## src/logic/wbm_pkg.sv

```systemverilog
/*
 Package for the watchdog and bus mode register bank: register addresses, field positions,
 reset values, transceiver and system mode encodings, the register access carrier.
 Assumes an SPI frame decoder outside delivers one decoded byte access at a time.
*/
package wbm_pkg;
    localparam logic [6:0] ADDR_WDOG_CTRL   = 7'h03;
    localparam logic [6:0] ADDR_BUS_CTRL_P  = 7'h04;
    localparam logic [6:0] ADDR_BUS_CTRL_S  = 7'h05;

    localparam logic [7:0] WDOG_CTRL_RESET  = 8'h14;
    localparam logic [7:0] BUS_CTRL_P_RESET = 8'h20;
    localparam logic [7:0] BUS_CTRL_S_RESET = 8'h00;
    localparam logic [2:0] WDOG_PERIOD_RESTART = 3'h4;

    localparam int WDOG_PARITY_BIT   = 7;
    localparam int WDOG_STOP_DIS_BIT = 6;
    localparam int WDOG_WINDOW_BIT   = 5;
    localparam int WDOG_BUS_WAKE_BIT = 4;
    localparam int WDOG_MAX3_BIT     = 3;
    localparam int WDOG_PERIOD_LSB   = 0;
    localparam int LIN_FLASH_BIT     = 7;
    localparam int LIN_SLOPE_BIT     = 6;
    localparam int LIN_TXTO_BIT      = 5;
    localparam int MODE_HI_LSB       = 3;
    localparam int MODE_LO_LSB       = 0;

    // Writable bits of each register; all others read as zero
    localparam logic [7:0] WDOG_CTRL_MASK  = 8'h7F;
    localparam logic [7:0] BUS_CTRL_P_MASK = 8'hFB;
    localparam logic [7:0] BUS_CTRL_S_MASK = 8'h1B;

    // Watchdog period codes; six and seven are reserved
    localparam logic [2:0] WDOG_PERIOD_MAX = 3'h5;
    localparam int WDOG_PERIOD_MS [0:5] = '{10, 20, 50, 100, 200, 500};

    typedef enum logic [1:0] {
        WBM_XCVR_OFF     = 2'b00,
        WBM_XCVR_WAKE    = 2'b01,
        WBM_XCVR_RX_ONLY = 2'b10,
        WBM_XCVR_NORMAL  = 2'b11
    } wbm_xcvr_mode_e;

    typedef enum logic [1:0] {
        WBM_SYS_NORMAL,
        WBM_SYS_SLEEP,
        WBM_SYS_STOP
    } wbm_sys_mode_e;

    typedef struct packed {
        logic       valid;
        logic       write;
        logic [6:0] addr;
        logic [7:0] wdata;
    } wbm_access_s;

    typedef struct packed {
        logic       stop_disable;
        logic       window;
        logic       start_on_bus_wake;
        logic       max_three_resets;
        logic [2:0] period_select;
        logic       period_valid;
    } wbm_wdog_cfg_s;

    typedef struct packed {
        logic [1:0] can;
        logic [1:0] lin_one;
        logic [1:0] lin_two;
        logic [1:0] lin_three;
    } wbm_xcvr_modes_s;
endpackage

```

## src/logic/wbm_regs.sv

```systemverilog
/*
 Watchdog control and bus control register bank with effective transceiver modes.
 Assumes access requests arrive as one-cycle strobes from the SPI frame decoder, and that
 soft reset, restart entry and the system mode come from the mode controller.
*/
`timescale 1ns/1ns
module wbm_regs (
    input  wire logic                     clock,            // 20 MHz system clock
    input  wire logic                     reset_n,          // Asynchronous reset, active low
    input  wire logic                     soft_reset,       // Soft reset pulse
    input  wire logic                     restart_entry,    // Pulse on entering restart
    input  wire wbm_pkg::wbm_sys_mode_e   sys_mode,         // Current system mode
    input  wire wbm_pkg::wbm_access_s     access,           // Decoded register access
    output logic [7:0]                    rdata,            // Read data of the access
    output logic                          spi_fail,         // Parity failure pulse
    output wbm_pkg::wbm_wdog_cfg_s        wdog_cfg,         // Watchdog configuration
    output logic                          lin_flash_mode,   // Slope control removed
    output logic                          lin_slow_slope_select,       // Low-slope mode
    output logic                          lin_transmit_timeout_enable, // TXD timeout on
    output wbm_pkg::wbm_xcvr_modes_s      xcvr_mode         // Effective transceiver modes
);
    logic [7:0] watchdog_control;
    logic [7:0] bus_control_primary;
    logic [7:0] bus_control_secondary;
    logic [7:0] next_watchdog_control;
    logic [7:0] next_bus_control_primary;
    logic [7:0] next_bus_control_secondary;
    logic [7:0] next_rdata;
    logic       next_spi_fail;

    wire wr_access = access.valid && access.write;
    wire wr_wdog   = wr_access && (access.addr == wbm_pkg::ADDR_WDOG_CTRL);
    wire wr_bus_p  = wr_access && (access.addr == wbm_pkg::ADDR_BUS_CTRL_P);
    wire wr_bus_s  = wr_access && (access.addr == wbm_pkg::ADDR_BUS_CTRL_S);
    wire parity_ok = ~^access.wdata;
    wire low_power = (sys_mode == wbm_pkg::WBM_SYS_STOP) || (sys_mode == wbm_pkg::WBM_SYS_SLEEP);

    // Restart keeps parity slot, bus wake and reset limit bits
    wire [7:0] restart_wdog = {watchdog_control[7], 2'b00,
                               watchdog_control[wbm_pkg::WDOG_BUS_WAKE_BIT],
                               watchdog_control[wbm_pkg::WDOG_MAX3_BIT],
                               wbm_pkg::WDOG_PERIOD_RESTART};

    always_comb begin
        next_watchdog_control      = watchdog_control;
        next_bus_control_primary   = bus_control_primary;
        next_bus_control_secondary = bus_control_secondary;
        next_spi_fail              = 1'b0;
        if (soft_reset) begin
            next_watchdog_control      = wbm_pkg::WDOG_CTRL_RESET;
            next_bus_control_primary   = wbm_pkg::BUS_CTRL_P_RESET;
            next_bus_control_secondary = wbm_pkg::BUS_CTRL_S_RESET;
        end else if (restart_entry) begin
            next_watchdog_control = restart_wdog;
        end else begin
            if (wr_wdog) begin
                if (parity_ok) begin
                    next_watchdog_control = access.wdata & wbm_pkg::WDOG_CTRL_MASK;
                end else begin
                    next_spi_fail = 1'b1;
                end
            end
            if (wr_bus_p) begin
                next_bus_control_primary = access.wdata & wbm_pkg::BUS_CTRL_P_MASK;
            end
            if (wr_bus_s) begin
                next_bus_control_secondary = access.wdata & wbm_pkg::BUS_CTRL_S_MASK;
            end
        end
    end

    // Read returns the value held before this access
    always_comb begin
        next_rdata = 8'h00;
        if (access.valid) begin
            unique case (access.addr)
                wbm_pkg::ADDR_WDOG_CTRL:
                    next_rdata = watchdog_control & wbm_pkg::WDOG_CTRL_MASK;
                wbm_pkg::ADDR_BUS_CTRL_P:
                    next_rdata = bus_control_primary & wbm_pkg::BUS_CTRL_P_MASK;
                wbm_pkg::ADDR_BUS_CTRL_S:
                    next_rdata = bus_control_secondary & wbm_pkg::BUS_CTRL_S_MASK;
                default:
                    next_rdata = 8'h00;
            endcase
        end
    end

    always_ff @(posedge clock or negedge reset_n) begin
        if (!reset_n) begin
            watchdog_control      <= wbm_pkg::WDOG_CTRL_RESET;
            bus_control_primary   <= wbm_pkg::BUS_CTRL_P_RESET;
            bus_control_secondary <= wbm_pkg::BUS_CTRL_S_RESET;
            rdata                 <= 8'h00;
            spi_fail              <= 1'b0;
        end else begin
            watchdog_control      <= next_watchdog_control;
            bus_control_primary   <= next_bus_control_primary;
            bus_control_secondary <= next_bus_control_secondary;
            rdata                 <= next_rdata;
            spi_fail              <= next_spi_fail;
        end
    end

    assign wdog_cfg.stop_disable      = watchdog_control[wbm_pkg::WDOG_STOP_DIS_BIT];
    assign wdog_cfg.window            = watchdog_control[wbm_pkg::WDOG_WINDOW_BIT];
    assign wdog_cfg.start_on_bus_wake = watchdog_control[wbm_pkg::WDOG_BUS_WAKE_BIT];
    assign wdog_cfg.max_three_resets  = watchdog_control[wbm_pkg::WDOG_MAX3_BIT];
    assign wdog_cfg.period_select     = watchdog_control[wbm_pkg::WDOG_PERIOD_LSB +: 3];
    assign wdog_cfg.period_valid      = (watchdog_control[wbm_pkg::WDOG_PERIOD_LSB +: 3]
                                         <= wbm_pkg::WDOG_PERIOD_MAX);

    assign lin_flash_mode              = bus_control_primary[wbm_pkg::LIN_FLASH_BIT];
    assign lin_slow_slope_select       = bus_control_primary[wbm_pkg::LIN_SLOPE_BIT];
    assign lin_transmit_timeout_enable = bus_control_primary[wbm_pkg::LIN_TXTO_BIT];

    // Programmed fields per transceiver: CAN, LIN one, LIN two, LIN three
    wire [7:0] prog_modes = {bus_control_primary[wbm_pkg::MODE_LO_LSB +: 2],
                             bus_control_primary[wbm_pkg::MODE_HI_LSB +: 2],
                             bus_control_secondary[wbm_pkg::MODE_LO_LSB +: 2],
                             bus_control_secondary[wbm_pkg::MODE_HI_LSB +: 2]};
    wire [7:0] eff_modes;

    // Normal falls back to wake capable in low power; register field is untouched
    genvar g;
    generate
        for (g = 0; g < 4; g++) begin : g_xcvr
            wire [1:0] prog = prog_modes[2*g +: 2];
            assign eff_modes[2*g +: 2] =
                (low_power && (prog == wbm_pkg::WBM_XCVR_NORMAL))
                    ? wbm_pkg::WBM_XCVR_WAKE : prog;
        end
    endgenerate

    assign xcvr_mode = eff_modes;
endmodule

```

## config.mk

```make
export PLATFORM = sky130hd
export DESIGN_NAME = wbm_regs
export DESIGN_NICKNAME = d
export VERILOG_FILES = /design/src/logic/wbm_pkg.sv /design/src/logic/wbm_regs.sv
export SDC_FILE = /design/constraint.sdc
export NUM_CORES = 1
export LEC_CHECK = 0
export ABC_AREA = 1
export BUFFER_PORTS_ARGS = -buffer_cell sky130_fd_sc_hd__buf_2
export CAP_MARGIN = 20
export CORE_ASPECT_RATIO = 1.25
export CORE_MARGIN = 2
export CORE_UTILIZATION = 54
export CTS_CLUSTER_SIZE = 25
export DETAILED_ROUTE_END_ITERATION = 8
export PLACE_DENSITY = 0.84
export SETUP_SLACK_MARGIN = 0.5
export SYNTH_ARGS = -nofsm -noshare
export SYNTH_HDL_FRONTEND = slang
export SYNTH_SLANG_ARGS = --single-unit
export TNS_END_PERCENT = 20
```

## constraint.sdc

```tcl
create_clock -name clock -period 1.2 [get_ports clock]
set_input_delay 0.12 -clock clock [delete_from_list [all_inputs] [get_ports clock]]
set_output_delay 0.12 -clock clock [all_outputs]
set_load 0.03 [all_outputs]
```

==> impl_metrics.ini, run 1 <==
[run_status]
status = finished, violations left
violations = hold timing, setup timing

[sta]
setup_violations = 7
rsz0062_at_grt = yes
final_hold_viol_count = 24
tightest_slew_ps = 644
fin_skew_ps = 16.2
period_share = 1.12
max_slew_margin = 0.570
clock.fmax_mhz = 744
min_period_ps = 1340
whs_ps = -236
timing.final.ws_setup_ps = -145
report.final.slew_viol_count = 0

[worst_setup_path]
worstSetupEndpointType = primary output
crit_arrival_ps = 1220
crit_path_max_incr_delay_ps = 460
criticalPathCategory = register to primary output
cp-startpoint = bus_control_primary[0]$_DFFE_PN0P_
rr_startpoint = bus_control_secondary[0]$_DFFE_PN0P_
rr_endpoint = rdata[0]$_DFF_PN0_
reg2reg_slack_ps = 40
cp_slowest_cell = dfrtp_1
cp_data_required_time_ps = 1080
rr_worst_depth = 6
path_cells = inv_2 -> o21ai_2 -> inv_1 -> buf_6
critical_path.max_fanout = 2
cp-start-kind = register

[die]
initial_core_util = 0.557
num_io_pins = 51
die_x_um = 53.1
core_mm2 = 0.00292
dieArea_mm2 = 0.00347
placement_rows = 22
die_h_um = 65.3

[pwr]
p_sw_frac = 0.332
ir_drop_v = 0.000867
power_leakage_uw = 0.00148
p_comb_frac = 0.243
seq_power_share = 0.519
p_per_area_mw_per_mm2 = 687
finalPower_uw = 1820
internal-power_uw = 1210
pwr-share-clk = 0.238
p_switching_uw = 603

[clock_network]
insertion_delay_ps = 350
path_clk_slew_ps = 170
cts_buffers = 3
cts_max_path_buffers = 2
htreeDepth = 1
cts_num_sinks = 27
cts_root_buffer = clkbuf_4
cts_tree = built

[route]
avgViaCountPerCell = 6.16
drt_iter0_markers = 164
dr_total_vias = 2083
routedWlPerCell_um = 22.8
wirelength_um = 7720
drtAntennaViolNets = 0
drc_errors = 0
drtPass1Iterations = 5

[place]
port_buffers = 50
gp_congestion = 0.883
dp.cells = 317
dp_hpwl_um = 3170
place_area_mm2 = 0.00200

[cells_and_area]
layout-drive-gt1-share = 0.522
nets = 325
syn2layout_area_growth_pct = 62.6
stdcell_count = 338
fin_area_mm2 = 0.00264

[grt]
grt_max_degree = 28
grt_pass1_wl_um = 9270
grt_antenna_before_repair = 1
grt_pass1_vias = 1844
grt-ovfl-total = 0
grt.total_usage = 0.373

[logic_synthesis]
yosysSeqAreaShare = 0.418
synth.avg_cell_area_um2 = 7.16
ys_warn_count = 0
synth_nets = 250
syn_area_mm2 = 0.00163
synth_cell_types = 27
synth_cells = 227
synth_seq_cells = 27

[min_path]
hold_path_class = primary input to async pin

[run]
drv_cap = 0
==> per-layer routing <==
| layer | GRT usage | vias up | wire length [um] |
|---|---|---|---|
| met2 | 0.588 | 211 | 3500 |
| li1 | - | 857 | - |
| met3 | 0.0773 | 64 | 982 |
| met4 | 0.237 | 0 | 651 |
| met1 | 0.456 | 951 | 2590 |
| met5 | 0 | - | 0 |
==> registers in the layout, summed over array words and instances, names as in the netlist <==
| name | flops |
|---|---|
| watchdog_control | 7 |
| spi_fail | 1 |
| bus_control_secondary | 4 |
| rdata | 8 |
| bus_control_primary | 7 |
==> area by class of cell <==
class | count | area (um^2)
diodes | 1 | 2.50
clock buffers | 3 | 22.5
clock inverters | 1 | 5.00
fillers | 113 | 275
inverters | 34 | 145
multi-input cells | 158 | 1020
flip-flops and latches | 27 | 681
well taps | 36 | 45.0
repair buffers | 78 | 719
==> worst max-delay path: cells and delay by family, from the launching register on <==
family,cells,cell delay (ps)
buffers and inverters,3,290
DFF,1,460
AOI/OAI and AO/OA,1,130
==> cells in the final DEF (no fill, tap or decap), types with 2 or more instances in the layout <==
master / Yosys / layout
buf_2: 1 / 17
buf_4: 0 / 17
buf_6: 1 / 41
buf_8: 0 / 3
clkbuf_4: 0 / 3
clkinv_4: 1 / 2
dfrtp_1: 24 / 23
dfstp_2: 3 / 3
inv_1: 32 / 27
inv_2: 0 / 4
nand2_1: 82 / 69
nand2_2: 9 / 13
nand2_4: 1 / 9
nand3_1: 23 / 5
nand3_2: 0 / 17
nor2_1: 14 / 8
nor2_2: 3 / 6
nor2_4: 0 / 3
nor3_4: 1 / 2
o21ai_1: 8 / 7
o21ai_2: 2 / 8
xnor2_1: 2 / 2
==> power by group through the flow <==
stage,Sequential (uW),Combinational (uW),Clock [uW]
after global placement,953,282,0
after CTS,938,350,416
after floorplan,972,139,0
after detailed placement,953,291,0
final,942,442,433
after global routing,941,464,456
==> cells in the mapped netlist (all sizes together) <==
cell type,count,area share
nand3,23,0.071
clkinv,2,0.0085
o21ai,16,0.054
nor3,2,0.016
clkbuf,5,0.012
xnor2,2,0.011
dfstp,3,0.049
a41oi,1,0.0054
nor2,17,0.044
buf,3,0.012
o22ai,1,0.0039
nor4,1,0.013
dfrtp,24,0.37
nand4,2,0.017
nand2,92,0.23
inv,32,0.074
a21oi,1,0.010
==> kinds of logic after synthesis <==
kind of cell	synth area share
buffers and inverters	0.106
XOR/XNOR	0.0108
AO/OA/AOI/OAI	0.0731
flip-flops	0.418
AND/OR/NAND/NOR	0.392
==> metrics by stage <==
stage / TNS (ps) / utilization / worst slack [ps]
floorplan: 0 / - / 178
global placement: -12.8 / 0.686 / -10.2
detailed placement: -363 / 0.686 / -67.2
CTS: -53.8 / 0.839 / -26.6
global route: -705 / 0.906 / -152
finish: -588 / 0.906 / -145
==> how the worst max path moves through the flow <==
stage,to,slack [ps],depth (start not counted)
2_1_floorplan,bus_control_primary[6]$_DFFE_PN0P_,180,7
3_3_place_gp,bus_control_primary[7]$_DFFE_PN0P_,-10,8
3_5_place_dp,rdata[0]$_DFF_PN0_,-70,9
4_1_cts,wdog_cfg[0],-30,2
5_1_grt,xcvr_mode[7],-150,4
6_report,xcvr_mode[7],-140,4
==> repair_timing <==
| item | 4_1_cts | 5_1_grt |
|---|---|---|
| pin swaps | 34 | 35 |
| gates resized for setup | 101 | 44 |
| setup endpoints to repair | 53 | 55 |
| buffers inserted | 10 | 6 |
| hold endpoints to repair | 24 | 24 |
No activity file was read; power rests on OpenSTA's default activity.
==> inputs of run 2 (changes only) <==
Settings changed: ABC_AREA 1 to default, CORE_UTILIZATION 54 to 52, TNS_END_PERCENT 20 to default.
==> run 2 against run 1 <==
The run now fails in 4_1_cts. Area after synthesis is 16% lower. Synthesized cell count decreased by 39%.
==> impl_metrics.ini, run 2 <==
[logic_synthesis]
synthSimpleGateAreaFrac = 0.219
async_flop_share = 1.00
synth_seq_cells = 27
synth_top_family_by_area = simple AND/OR/NAND/NOR gates
synth_cells = 139
yosysMostFrequentCell = dfrtp_1
ys_warn_count = 0
synth_area_leaders = dfrtp_1, dfstp_2, a21oi_1
synth_top_area_cell = dfrtp_1
yosysSeqAreaShare = 0.497
synth_common_cells = dfrtp_1, nor2_1, a21oi_1, nand3_1, nand2_1
synth_edf_count = 0
synth.avg_cell_area_um2 = 9.84
synth-compound-area-share = 0.134
synth-main-ff-cell = dfrtp_1
synthMuxAreaShare = 0.0439
synth_nets = 162
synth_xor_area_frac = 0.0796
synth_top_area_frac = 0.439
syn_area_mm2 = 0.00137
synth_cell_types = 31
synthAdderAreaFrac = 0

[place]
dp_hpwl_um = 2900
gp_congestion = 0.916
port_buffers = 50

[clock_network]
cts_root_buffer = clkbuf_4
cts_max_path_buffers = 2
cts_num_sinks = 27
postCtsResizedCells = 114
cts_buffers = 3
post_cts_buffers = 17
htreeDepth = 1

[die]
initial_core_util = 0.552
die_x_um = 49.9
placement_rows = 20
die_h_um = 61.3
num_io_pins = 51

[run_status]
stop_stage = 4_1_cts
status = aborted with a tool error
tool.error = [ERROR DPL-0038] Utilization greater than 100%, impossible to legalize
==> run 2: changes by cell type after synthesis, moves of 6 or more <==
cell     change
a21oi_1     +14
nand2_1     -73
nand3_1     -11
mux2i_1      +6
a22oi_1      +6
inv_1       -32
nand2_2      -8
==> run 2: kinds of logic after synthesis <==
kind of cell | count (synthesis)
multiplexers | 6
flip-flops | 27
buffers and inverters | 9
AO/OA/AOI/OAI | 31
AND/OR/NAND/NOR | 57
XOR/XNOR | 9
==> run 2: metrics by stage <==
step | worst slack (ps) | hold slack, ps | instance area (um^2) | std cells | util
2_1_floorplan | 59.5 | -176 | 1530 | 139 | -
3_3_place_gp | -181 | 135 | 1880 | 233 | 0.758
3_5_place_dp | -218 | 152 | 1880 | 233 | 0.758
==> inputs of run 3 (changes only) <==
Settings changed: CORE_AREA from default to 2 2 63 65, CORE_ASPECT_RATIO 1.25 to default, CORE_MARGIN 2 to default, CORE_UTILIZATION 52 to default, CTS_CLUSTER_SIZE 25 to default, DIE_AREA from default to 0 0 65 67, PLACE_DENSITY 0.84 to default, PLACE_DENSITY_LB_ADDON from default to 0.15, SETUP_SLACK_MARGIN 0.5 to default.
==> run 3 against run 2 <==
The run now ends clean. Synthesized cell count did not move. Area after synthesis did not move.
==> impl_metrics.ini, run 3 <==
[run_status]
status = complete, no violations

[min_path]
hold_path_end = watchdog_control[2]$_DFFE_PN1P_
hp-start = access[2]
hold_path_class = primary input to register
hold_depth = 3

[pwr]
finalPower_uw = 1740
p_per_area_mw_per_mm2 = 923
ir_drop_v = 0.000484
power_leakage_uw = 0.000938

[worst_setup_path]
worstSetupEndpointType = primary output
rr_endpoint = rdata[0]$_DFF_PN0_
rr_worst_depth = 5
cp_slowest_cell = dfstp_2
reg2reg_slack_ps = 150
crit_arrival_ps = 1040
rr_startpoint = bus_control_secondary[0]$_DFFE_PN0P_
critical_path.max_fanout = 4
path_buf_inv = 1
cp-start-kind = register
path_delay_family = flip-flops
crit_path_max_incr_delay_ps = 580
criticalPathCategory = register to primary output
path_cells = clkbuf_4
cp_data_required_time_ps = 1080

[cells_and_area]
top_register = rdata
layout-drive-gt1-share = 0.431
diodes = 0
largestRegisters = rdata x8, bus_control_primary x7, watchdog_control x7
fin_area_mm2 = 0.00189
stdcell_count = 252
nets = 228
mostFrequentLayoutCell = buf_2
fillers = 364
syn2layout_area_growth_pct = 37.9
largest_reg_flops = 8
final_cell_mix = buf_2, dfrtp_1, buf_4, nor2_1, a21oi_1

[run]
drv_cap = 0

[grt]
grt.total_usage = 0.179
grt_pass1_vias = 1274
grt_max_degree = 28
grt_pass1_wl_um = 6040
grt_antenna_before_repair = 0
grt-ovfl-total = 0

[logic_synthesis]
synth_top_area_frac = 0.439
syn_area_mm2 = 0.00137
synth.avg_cell_area_um2 = 9.84
synth_common_cells = dfrtp_1, nor2_1, a21oi_1, nand3_1, nand2_1
synth_edf_count = 0
synth_seq_cells = 27
synth_cell_types = 31
ys_warn_count = 0
synth_nets = 162
synth_cells = 139
yosysSeqAreaShare = 0.497
async_flop_share = 1.00
synth-main-ff-cell = dfrtp_1
synth_top_area_cell = dfrtp_1
synth_area_leaders = dfrtp_1, dfstp_2, a21oi_1
yosysMostFrequentCell = dfrtp_1

[die]
core_mm2 = 0.00361
placement_rows = 22
num_io_pins = 51
initial_core_util = 0.379
die_h_um = 67
die_x_um = 65
dieArea_mm2 = 0.00436

[place]
dp.cells = 245
place_area_mm2 = 0.00177
dp_hpwl_um = 2870
gp_congestion = 0.893
port_buffers = 50

[clock_network]
path_clk_slew_ps = 100
cts_tree = built
htreeDepth = 1
cts_max_path_buffers = 2
insertion_delay_ps = 270
cts_num_sinks = 27
cts_root_buffer = clkbuf_8
cts_buffers = 3

[route]
drc_errors = 0
drtAntennaViolNets = 0
avgViaCountPerCell = 5.00
wirelength_um = 3630
routedWlPerCell_um = 14.4
drt_iter0_markers = 39
dr_total_vias = 1259
drtPass1Iterations = 4

[sta]
tightest_slew_ps = 609
report.final.slew_viol_count = 0
clock.fmax_mhz = 861
period_share = 0.967
rsz0062_at_grt = yes
setup_violations = 0
min_period_ps = 1160
final_hold_viol_count = 0
whs_ps = 87.4
fin_skew_ps = 6.82
max_slew_margin = 0.594
-- run 3: cell counts after synthesis --
Identical to the previous run, type by type.
-- run 3: worst max-delay path by stage --
stage	from	end	slack, ps	cells after the start
finish	watchdog_control[2]$_DFFE_PN1P_	wdog_cfg[3]	40	1
detailed placement	access[13]	watchdog_control[1]$_DFFE_PN0P_	-230	6
floorplan	access[13]	bus_control_primary[5]$_DFFE_PN1P_	7	5
global route	access[11]	watchdog_control[4]$_DFFE_PN1P_	-3	6
global placement	access[13]	watchdog_control[6]$_DFFE_PN0P_	-200	6
CTS	watchdog_control[2]$_DFFE_PN1P_	wdog_cfg[0]	20	2
-- run 3: final cells by class --
class | instances | area (um^2) | area share
sequential | 27 | 679 | 0.360
multi-input combinational | 103 | 678 | 0.360
timing repair buffer | 70 | 422 | 0.224
tap | 48 | 60.1 | 0.0319
clock buffer | 3 | 41.3 | 0.0219
clock inverter | 1 | 5.00 | 0.00265
-- run 3: cell families (layout without fill, tap and decap cells) --
family                    count (synthesis)  in the layout  synth area share
and+or+nand+nor                          57             57             0.219
AOI/OAI and AO/OA                        31             31             0.134
DFF                                      27             27             0.497
xor gates and xnor gates                  9              9            0.0796
buffers and inverters                     9             74            0.0265
muxes                                     6              6            0.0439
-- run 3: repair_timing --
action,CTS,global route
setup buffers,0,2
gates resized for setup,0,16
hold buffers,1,0
endpoints found under the hold margin,24,0
endpoints found under the setup margin,0,15
-- run 3: routing by layer --
metal / vias up / GRT usage / routed length, um
met2: 43 / 0.312 / 1740
met4: 0 / 0.0399 / 29
li1: 611 / - / -
met3: 4 / 0.0253 / 202
met1: 601 / 0.236 / 1660
met5: - / 0 / 0
-- run 3: power breakdown --
| group | switching (uW) | internal [uW] |
|---|---|---|
| Combinational | 182 | 134 |
| Clock | 281 | 233 |
| Sequential | 0.342 | 910 |
| Total | 463 | 1280 |
-- run 3: per-stage QoR --
stage | util | setup TNS (ps) | setup slack [ps]
after CTS | 0.506 | 0 | 21.1
after detailed placement | 0.491 | -3280 | -228
after global placement | 0.491 | -2780 | -197
final | 0.523 | 0 | 39.1
after floorplan | - | 0 | 7.42
after global routing | 0.523 | -4.92 | -2.85
-- run 3: tightest hold or removal path, cell delays in order --
cell	delay, ps
buf_2	110
nand3_1	60
nand3b_1	70
